`config.mk`:
```
export PLATFORM = sky130hd
export DESIGN_NAME = fct_flash_command_timing
export DESIGN_NICKNAME = d
export VERILOG_FILES = /design/src/hw/fct_pkg.sv /design/src/hw/fct_flash_command_timing.sv
export SDC_FILE = /design/constraint.sdc
export NUM_CORES = 1
export LEC_CHECK = 0
export BUFFER_PORTS_ARGS = -buffer_cell sky130_fd_sc_hd__buf_4
export CAP_MARGIN = 30
export CORE_ASPECT_RATIO = 1.25
export CORE_MARGIN = 2
export CORE_UTILIZATION = 30
export DETAILED_ROUTE_END_ITERATION = 8
export GPL_TIMING_DRIVEN = 0
export HOLD_SLACK_MARGIN = 0.03
export SLEW_MARGIN = 15
export SYNTH_ARGS = -nofsm -noshare
export SYNTH_HDL_FRONTEND = slang
export SYNTH_SLANG_ARGS = --single-unit
```
`constraint.sdc`:
```
create_clock -name clk -period 2.65 [get_ports clk]
set_input_delay 0.265 -clock clk [delete_from_list [all_inputs] [get_ports clk]]
set_output_delay 0.265 -clock clk [all_outputs]
set_load 0.05 [all_outputs]
```
`src/hw/fct_pkg.sv`:
```
package fct_pkg;
    // Divider register width and reset value.
    localparam int DIV_W = 7;
    localparam logic [6:0] DIV_RST = 7'h00;
    // Timing clock band limits in kHz.
    localparam int FLASH_TIMING_CLOCK_MIN_KHZ = 150;
    localparam int FLASH_TIMING_CLOCK_MAX_KHZ = 200;
    // Command durations in timing clock cycles.
    localparam int BYTE_PROG_CYC = 9;
    localparam int BURST_PROG_CYC = 4;
    localparam int PAGE_ERASE_CYC = 4000;
    localparam int MASS_ERASE_CYC = 20000;
    // Array organisation.
    localparam int PAGE_BYTES = 512;
    localparam int PAGE_COUNT = 64;
    localparam int ROW_BYTES = 64;
    localparam int ADDR_W = 15;
    localparam int CNT_W = 15;
    // Command codes.
    typedef enum logic [1:0]
    {
        FCT_CMD_BYTE = 2'h0,
        FCT_CMD_BURST = 2'h1,
        FCT_CMD_PAGE = 2'h2,
        FCT_CMD_MASS = 2'h3
    } fct_cmd_t;
    // Sequencer states, Gray coded along idle, run, done.
    typedef enum logic [1:0]
    {
        FCT_IDLE = 2'h0,
        FCT_RUN = 2'h1,
        FCT_DONE = 2'h3
    } fct_state_t;
endpackage

```
`src/hw/fct_flash_command_timing.sv`:
```
// What this block does
// - No program or erase is accepted until the divider has been written.
// - Only the first divider write after reset made with the error flag clear takes effect.
// - Divider writes are ignored while the access error flag is set.
// - Timing clock is the bus clock divided per the divider value.
// - Every pulse is a whole count of timing clock periods; here the prescaler runs free, so the first period of a pulse can be partial.
// - Byte program 9, page erase 4000, mass erase 20000 cycles.
// - Burst byte program takes 4 cycles, excluding start and end overhead.
// - Array is 64 pages of 512 bytes; page erase clears one page.
// - Pump stays on across bursts only if queued and same 64-byte row.
`timescale 1ns/1ps
module fct_flash_command_timing
    import fct_pkg::*;
#(
    parameter int PAGE_CYC = PAGE_ERASE_CYC,
    parameter int MASS_CYC = MASS_ERASE_CYC
)
(
    // Clock and reset.
    input wire logic clk,
    input wire logic reset,
    // Divider write port.
    input wire logic div_wr,
    input wire logic [fct_pkg::DIV_W-1:0] div_wdata,
    // Command request.
    input wire logic cmd_valid,
    input wire fct_pkg::fct_cmd_t cmd_code,
    input wire logic [fct_pkg::ADDR_W-1:0] cmd_addr,
    output logic cmd_ready,
    // Error flag clear, write one.
    input wire logic err_clear,
    // Status.
    output logic [fct_pkg::DIV_W-1:0] flash_clock_divider,
    output logic div_loaded,
    output logic access_error_flag,
    output logic busy,
    output logic cmd_done,
    output logic pump_on,
    output logic flash_timing_clock,
    output logic [5:0] erase_page
);
    import fct_pkg::*;

    logic [DIV_W-1:0] div_ff, nxt_div;
    logic loaded_ff, err_ff, done_ff, pump_ff;
    logic [DIV_W-1:0] pre_ff;
    logic tick_ff;
    logic [CNT_W-1:0] cnt_ff;
    logic [ADDR_W-1:0] addr_ff;
    logic [5:0] page_ff;
    fct_cmd_t code_ff;
    fct_state_t state_ff, nxt_state;

    // Duration of a command in timing clock cycles.
    function automatic logic [CNT_W-1:0] dur(input fct_cmd_t c);
        case (c)
            FCT_CMD_BYTE: dur = CNT_W'(BYTE_PROG_CYC);
            FCT_CMD_BURST: dur = CNT_W'(BURST_PROG_CYC);
            FCT_CMD_PAGE: dur = CNT_W'(PAGE_CYC);
            default: dur = CNT_W'(MASS_CYC);
        endcase
    endfunction

    // Divider write is taken once, and never while the error flag is up.
    wire div_take = div_wr && !loaded_ff && !err_ff;
    assign nxt_div = div_take ? div_wdata : div_ff;
    wire idle_st = (state_ff == FCT_IDLE) || (state_ff == FCT_DONE);
    wire cmd_take = cmd_valid && idle_st && loaded_ff;
    wire cmd_rej = cmd_valid && !loaded_ff;
    wire last = tick_ff && (cnt_ff == CNT_W'(1)) && (state_ff == FCT_RUN);
    // A queued burst to the same row keeps the pump on, but only when the
    // command now ending is itself a burst; any other command drops it.
    wire same_row = cmd_addr[ADDR_W-1:6] == addr_ff[ADDR_W-1:6];
    wire keep_pump = cmd_valid && cmd_code == FCT_CMD_BURST &&
        code_ff == FCT_CMD_BURST && same_row && pump_ff;
    // The page field picks one 512-byte page out of 64.
    wire [5:0] page_of = cmd_addr[14:9];

    assign cmd_ready = idle_st || !loaded_ff;

    // Divider and sticky flags; the reject event wins over the clear.
    always_ff @(posedge clk)
    begin
        if (reset)
        begin
            div_ff <= DIV_RST;
            loaded_ff <= 1'b0;
            err_ff <= 1'b0;
        end
        else
        begin
            div_ff <= nxt_div;
            loaded_ff <= loaded_ff | div_take;
            err_ff <= cmd_rej | (err_ff & ~err_clear);
        end
    end

    // Prescaler; one tick per (div+1) bus clocks forms the timing clock.
    always_ff @(posedge clk)
    begin
        if (reset || !loaded_ff)
        begin
            pre_ff <= '0;
            tick_ff <= 1'b0;
        end
        else
        begin
            pre_ff <= (pre_ff == div_ff) ? '0 : pre_ff + 1'b1;
            tick_ff <= (pre_ff == div_ff);
        end
    end

    // Sequencer next state.
    always_comb
    begin
        nxt_state = state_ff;
        case (state_ff)
            FCT_IDLE: if (cmd_take) nxt_state = FCT_RUN;
            FCT_RUN: if (last) nxt_state = FCT_DONE;
            FCT_DONE: nxt_state = cmd_take ? FCT_RUN : FCT_IDLE;
            default: nxt_state = FCT_IDLE;
        endcase
    end

    // Pulse counter counts down timing clock ticks from the free-running prescaler.
    always_ff @(posedge clk)
    begin
        if (reset)
        begin
            state_ff <= FCT_IDLE;
            cnt_ff <= '0;
            addr_ff <= '0;
            page_ff <= '0;
            code_ff <= FCT_CMD_BYTE;
            done_ff <= 1'b0;
            pump_ff <= 1'b0;
        end
        else
        begin
            state_ff <= nxt_state;
            done_ff <= last;
            if (cmd_take)
            begin
                cnt_ff <= dur(cmd_code);
                addr_ff <= cmd_addr;
                code_ff <= cmd_code;
                if (cmd_code == FCT_CMD_PAGE)
                    page_ff <= page_of;
                pump_ff <= 1'b1;
            end
            else if (state_ff == FCT_RUN && tick_ff)
                cnt_ff <= cnt_ff - 1'b1;
            if (last && !keep_pump)
                pump_ff <= 1'b0;
            else if (state_ff == FCT_DONE && !cmd_take)
                pump_ff <= 1'b0;
        end
    end

    assign flash_clock_divider = div_ff;
    assign div_loaded = loaded_ff;
    assign access_error_flag = err_ff;
    assign busy = state_ff == FCT_RUN;
    assign cmd_done = done_ff;
    assign pump_on = pump_ff;
    assign flash_timing_clock = tick_ff;
    assign erase_page = page_ff;

    // Assertion helpers: bus clocks since the last tick, and the ticks that
    // the running command has used. Counters keep long spans cheap to check.
    logic [DIV_W-1:0] gap_ff;
    logic seen_tick_ff;
    logic [CNT_W-1:0] run_tick_ff;

    // Helper counters only observe; they drive no output.
    always_ff @(posedge clk)
    begin
        if (reset)
        begin
            gap_ff <= '0;
            seen_tick_ff <= 1'b0;
            run_tick_ff <= '0;
        end
        else
        begin
            gap_ff <= tick_ff ? '0 : gap_ff + 1'b1;
            seen_tick_ff <= seen_tick_ff | tick_ff;
            if (cmd_take)
                run_tick_ff <= '0;
            else if (busy && tick_ff)
                run_tick_ff <= run_tick_ff + 1'b1;
        end
    end

    // Second divider write must not change the stored value.
    AST_DIV_ONCE: assert property (@(posedge clk)
        disable iff (reset) loaded_ff && div_wr |=> $stable(div_ff))
        else $error("divider changed after first write");
    AST_DIV_ERR: assert property (@(posedge clk)
        disable iff (reset) err_ff && div_wr && !loaded_ff |=> !loaded_ff)
        else $error("divider loaded while error set");
    AST_NO_EARLY: assert property (@(posedge clk)
        disable iff (reset) !loaded_ff |-> state_ff != FCT_RUN)
        else $error("command ran before divider write");
    AST_REJ: assert property (@(posedge clk)
        disable iff (reset) cmd_valid && !loaded_ff |=> err_ff)
        else $error("early command did not set error");
    // A tick comes exactly when div+1 bus clocks have passed since the last.
    AST_TICK: assert property (@(posedge clk)
        disable iff (reset) seen_tick_ff |-> tick_ff == (gap_ff == div_ff))
        else $error("tick spacing wrong");
    // Each command ends after its own number of timing clock periods.
    AST_BYTE: assert property (@(posedge clk)
        disable iff (reset) cmd_done && code_ff == FCT_CMD_BYTE
        |-> run_tick_ff == CNT_W'(BYTE_PROG_CYC))
        else $error("byte program length wrong");
    AST_BURST: assert property (@(posedge clk)
        disable iff (reset) cmd_done && code_ff == FCT_CMD_BURST
        |-> run_tick_ff == CNT_W'(BURST_PROG_CYC))
        else $error("burst length wrong");
    AST_PAGE_LEN: assert property (@(posedge clk)
        disable iff (reset) cmd_done && code_ff == FCT_CMD_PAGE
        |-> run_tick_ff == CNT_W'(PAGE_CYC))
        else $error("page erase length wrong");
    AST_MASS_LEN: assert property (@(posedge clk)
        disable iff (reset) cmd_done && code_ff == FCT_CMD_MASS
        |-> run_tick_ff == CNT_W'(MASS_CYC))
        else $error("mass erase length wrong");
    // Outside a burst chain the pump drops as the command ends.
    AST_PUMP: assert property (@(posedge clk)
        disable iff (reset) last && code_ff != FCT_CMD_BURST |=> !pump_ff)
        else $error("pump left on");
    AST_PAGE: assert property (@(posedge clk)
        disable iff (reset) cmd_take && cmd_code == FCT_CMD_PAGE
        |=> erase_page == $past(cmd_addr[14:9]))
        else $error("page not latched");
    AST_CNT: assert property (@(posedge clk)
        disable iff (reset) busy && !tick_ff && !cmd_take |=> $stable(cnt_ff))
        else $error("count moved off tick");

    COV_BYTE: cover property (@(posedge clk) cmd_take &&
        cmd_code == FCT_CMD_BYTE);
    COV_REJ: cover property (@(posedge clk) cmd_rej);
    COV_KEEP: cover property (@(posedge clk) last && keep_pump);
    COV_DIV2: cover property (@(posedge clk) div_wr && loaded_ff);
endmodule

```
==> metrics.txt <==
run status completed; postcts setup bufs 0; # Max-Cap Violations 0; Die Y between 100 and 150 µm; distinct cell type count after synthesis 40; worst-path fanout max 8; Clock Power Share 30.0%; clock latency on the worst-skew pair around 0.3 ns; Fmax achieved 441.8 MHz; sw frac 30.03%; Post-Synthesis Net Count 318; Worst Hold Path Cells 3; Pre-antenna DRT Iters 4; RSZ-0062 raised after global routing false; Worst-Margin Slew around 0.74 ns; pins over their slew limit 0; Final ANT Viol Nets 0; ant diodes 0; Pwr Density 631.2 nW/µm²; Mapped Cells between 200 and 300; area grow syn2layout 22.39%; main combinational cell family by area after synthesis simple AND/OR/NAND/NOR gates; Post-DP HPWL 4285 µm; Synth area leaders dfxtp_1, xnor2_1, nor2_1; FF+latch count, synth 53; Synth Area in XOR/XNOR 10.69%; headroom to the max-slew limit between 50% and 60%; Synth Area in Adders roughly 3.1%; Placer Congestion 0.8607; share of layout cells above drive strength 1 16.22%; final global-route overflow total 0; Flop pwr share 47.7%; critical path cell sequence inv_1 > ha_1 > and3b_1 > clkbuf_1 > o211ai_1 > or4_1 > a21oi_1; Initial Util slightly above 30%; die area 8940 µm²; post-synth top area share about 43%; initial antenna violation count 0; IO Count around 50; leading area contributor after synthesis dfxtp_1; Post-synth ARST share 0%; Synth Area in Compound Gates 10.74%; NetSw ~0.00057 W; flop-to-flop setup slack 0.39 ns; H-tree Lvls 2; R2R Path End cnt_ff[13]$_SDFFE_PP0P_; Lkg Pwr 1.123 nW; EDFF count, synth 0; grt peak-use layer met2; nets@finish about 370; final hold violation count 0; DR iter-0 viols 128; global-route wire length before repair 9639 µm; hold_sp div_wdata[5]; Syn Area/Cell 8.688 µm²; total CTS buffers 5; GRT Total Usage 13.21%; Post-Synth Simple-Gate Area about a quarter; CP arrival 2.49 ns; worst reg2reg path depth 7; CTS Sinks 53; Port Buffers 42; Comb power frac 22.4%; clk_skew 0.004651 ns; Cell Area, Synth 2459 µm²; final setup TNS 0 ns; CTS tree built; Critical Path Source Type register; CTS Buffer Depth 2; critical path endpoint category register; Final Worst Setup Slack roughly 0.39 ns; Bufs and invs on worst path 2; Core Region 7883 µm²; Most used DFF post-synth dfxtp_1; CP top delay family simple AND/OR/NAND/NOR gates; final core occ 38.17%; cts hold-fix bufs 0; final hold slack around 0.19 ns; final WL 5686 µm; Reg-to-Reg Start state_ff[0]$_SDFFE_PP0P_; WL/cell 13.29 µm; worst hold path type input port to register; Internal Power 0.001329 W; # resized after CTS 0; slowest cell delay on critical path 0.50 ns; Root Driver clkbuf_8; Hold Crit Endpoint flash_clock_divider[5]$_SDFFE_PP0P_; peak supply drop between 0.3 and 0.4 mV; Tmin final 2.263 ns; Slowest cell on crit path or4_1; worst path required time 2.88 ns; worst setup path class register to register; yosys warns 0; pin count of the biggest net entering global routing 16; GR Util met2 23.16%; drt drc 0; number of global-route vias before repair 2,097; Final period util 85.41%; mux cell area share after synthesis 5.293%; FP Rows 36; dpl ws 0.4369 ns; fillcell total 784; final setup violation count 0; vias post-DR 2,090; chip width around 85 µm; sequential area share after synthesis 43.16%; post-DR vias/cell roughly 4.9; clock transition at the registers of the reported paths 0.10 ns; met3 usage under 10%; GR Util met1 15.73%
==> cell usage in the layout, fill, tap and decap left out, types with 5 or more instances in the layout <==
cell,count
buf_4,42
nand4_1,8
ha_1,6
xnor2_1,18
clkbuf_8,6
nor3_1,7
a21oi_1,23
nand2_1,31
clkbuf_1,13
nand3_1,5
xor2_1,12
dfxtp_1,53
nor4_1,5
a211oi_1,5
nor2_1,35
mux2i_1,13
inv_1,10
==> cells by family after synthesis <==
family | after synthesis
xor gates and xnor gates | 30
muxes | 13
buffers and inverters | 24
DFF | 53
and+or+nand+nor | 114
adders and majority gates | 6
AOI/OAI and AO/OA | 43
==> registers in the layout, summed over array words and instances, names as in the netlist, 2 cells and up <==
name                 flops
flash_clock_divider      7
state_ff                 2
addr_ff                  9
cnt_ff                  15
pre_ff                   7
code_ff                  2
erase_page               6
==> power by group through the flow <==
stage / sequential [W] / clock [W] / combinational (W)
floorplan: 0.000960 / 0 / 0.000256
global placement: 0.000922 / 0 / 0.000417
detailed placement: 0.000923 / 0 / 0.000424
CTS: 0.000905 / 0.000587 / 0.000427
global route: 0.000916 / 0.000621 / 0.000463
finish: 0.000906 / 0.000569 / 0.000425
==> how the worst max path moves through the flow <==
stage | from | to | slack (ns) | cells after the start
2_1_floorplan | state_ff[1]$_SDFFE_PP0P_ | cnt_ff[14]$_SDFFE_PP0P_ | 0.52 | 7
3_3_place_gp | state_ff[0]$_SDFFE_PP0P_ | cnt_ff[13]$_SDFFE_PP0P_ | 0.47 | 7
3_5_place_dp | state_ff[0]$_SDFFE_PP0P_ | cnt_ff[13]$_SDFFE_PP0P_ | 0.44 | 7
4_1_cts | state_ff[0]$_SDFFE_PP0P_ | cnt_ff[13]$_SDFFE_PP0P_ | 0.39 | 7
5_1_grt | state_ff[0]$_SDFFE_PP0P_ | cnt_ff[0]$_SDFFE_PP0P_ | 0.22 | 8
6_report | state_ff[0]$_SDFFE_PP0P_ | cnt_ff[13]$_SDFFE_PP0P_ | 0.39 | 7
==> area by class of cell <==
cell class	instances	area, µm²	area share (%)
Multi-Input combinational cell	206	1306	43.41
Sequential cell	53	1061	35.26
Timing Repair Buffer	42	315.3	10.48
Tap cell	95	118.9	3.950
Clock buffer	7	86.33	2.869
Buffer	14	53.80	1.788
Inverter	10	37.54	1.247
Clock inverter	1	30.03	0.9979
==> worst reg2reg max path, stage by stage (launching register included) <==
cell	delay, ns
dfxtp_1	0.40
inv_1	0.07
ha_1	0.32
and3b_1	0.21
clkbuf_1	0.34
o211ai_1	0.21
or4_1	0.50
a21oi_1	0.15
==> per-stage QoR <==
stage / instances / area [µm²] / total power, W
finish: 428 / 3009 / 0.001900
global route: 428 / 3009 / 0.002000
CTS: 428 / 3009 / 0.001919
detailed placement: 420 / 2893 / 0.001348
global placement: 420 / 2893 / 0.001340
floorplan: 283 / 2459 / 0.001216
==> cells in the mapped netlist, types with 2 or more instances <==
cell type	number
nand2b_1	3
a211oi_1	5
xor2_1	12
nor4_1	5
inv_1	10
o211ai_1	2
nand3_1	5
nor3b_1	3
or4_1	4
nand2_1	31
nor4b_1	2
dfxtp_1	53
nand4_1	8
ha_1	6
a21oi_1	23
nor3_1	7
mux2i_1	13
and2_1	2
o22ai_1	3
xnor2_1	18
nor2b_1	2
o31ai_1	3
nor2_1	35
clkbuf_1	12
==> routing by layer <==
| layer | share of wire (%) | up-vias | wire [µm] |
|---|---|---|---|
| met4 | 1.2 | 0 | 66 |
| met5 | 0 | - | 0 |
| li1 | - | 1071 | - |
| met1 | 44 | 972 | 2504 |
| met2 | 52 | 38 | 2946 |
| met3 | 3.0 | 9 | 169 |
Power figures use the tool's default switching activity.
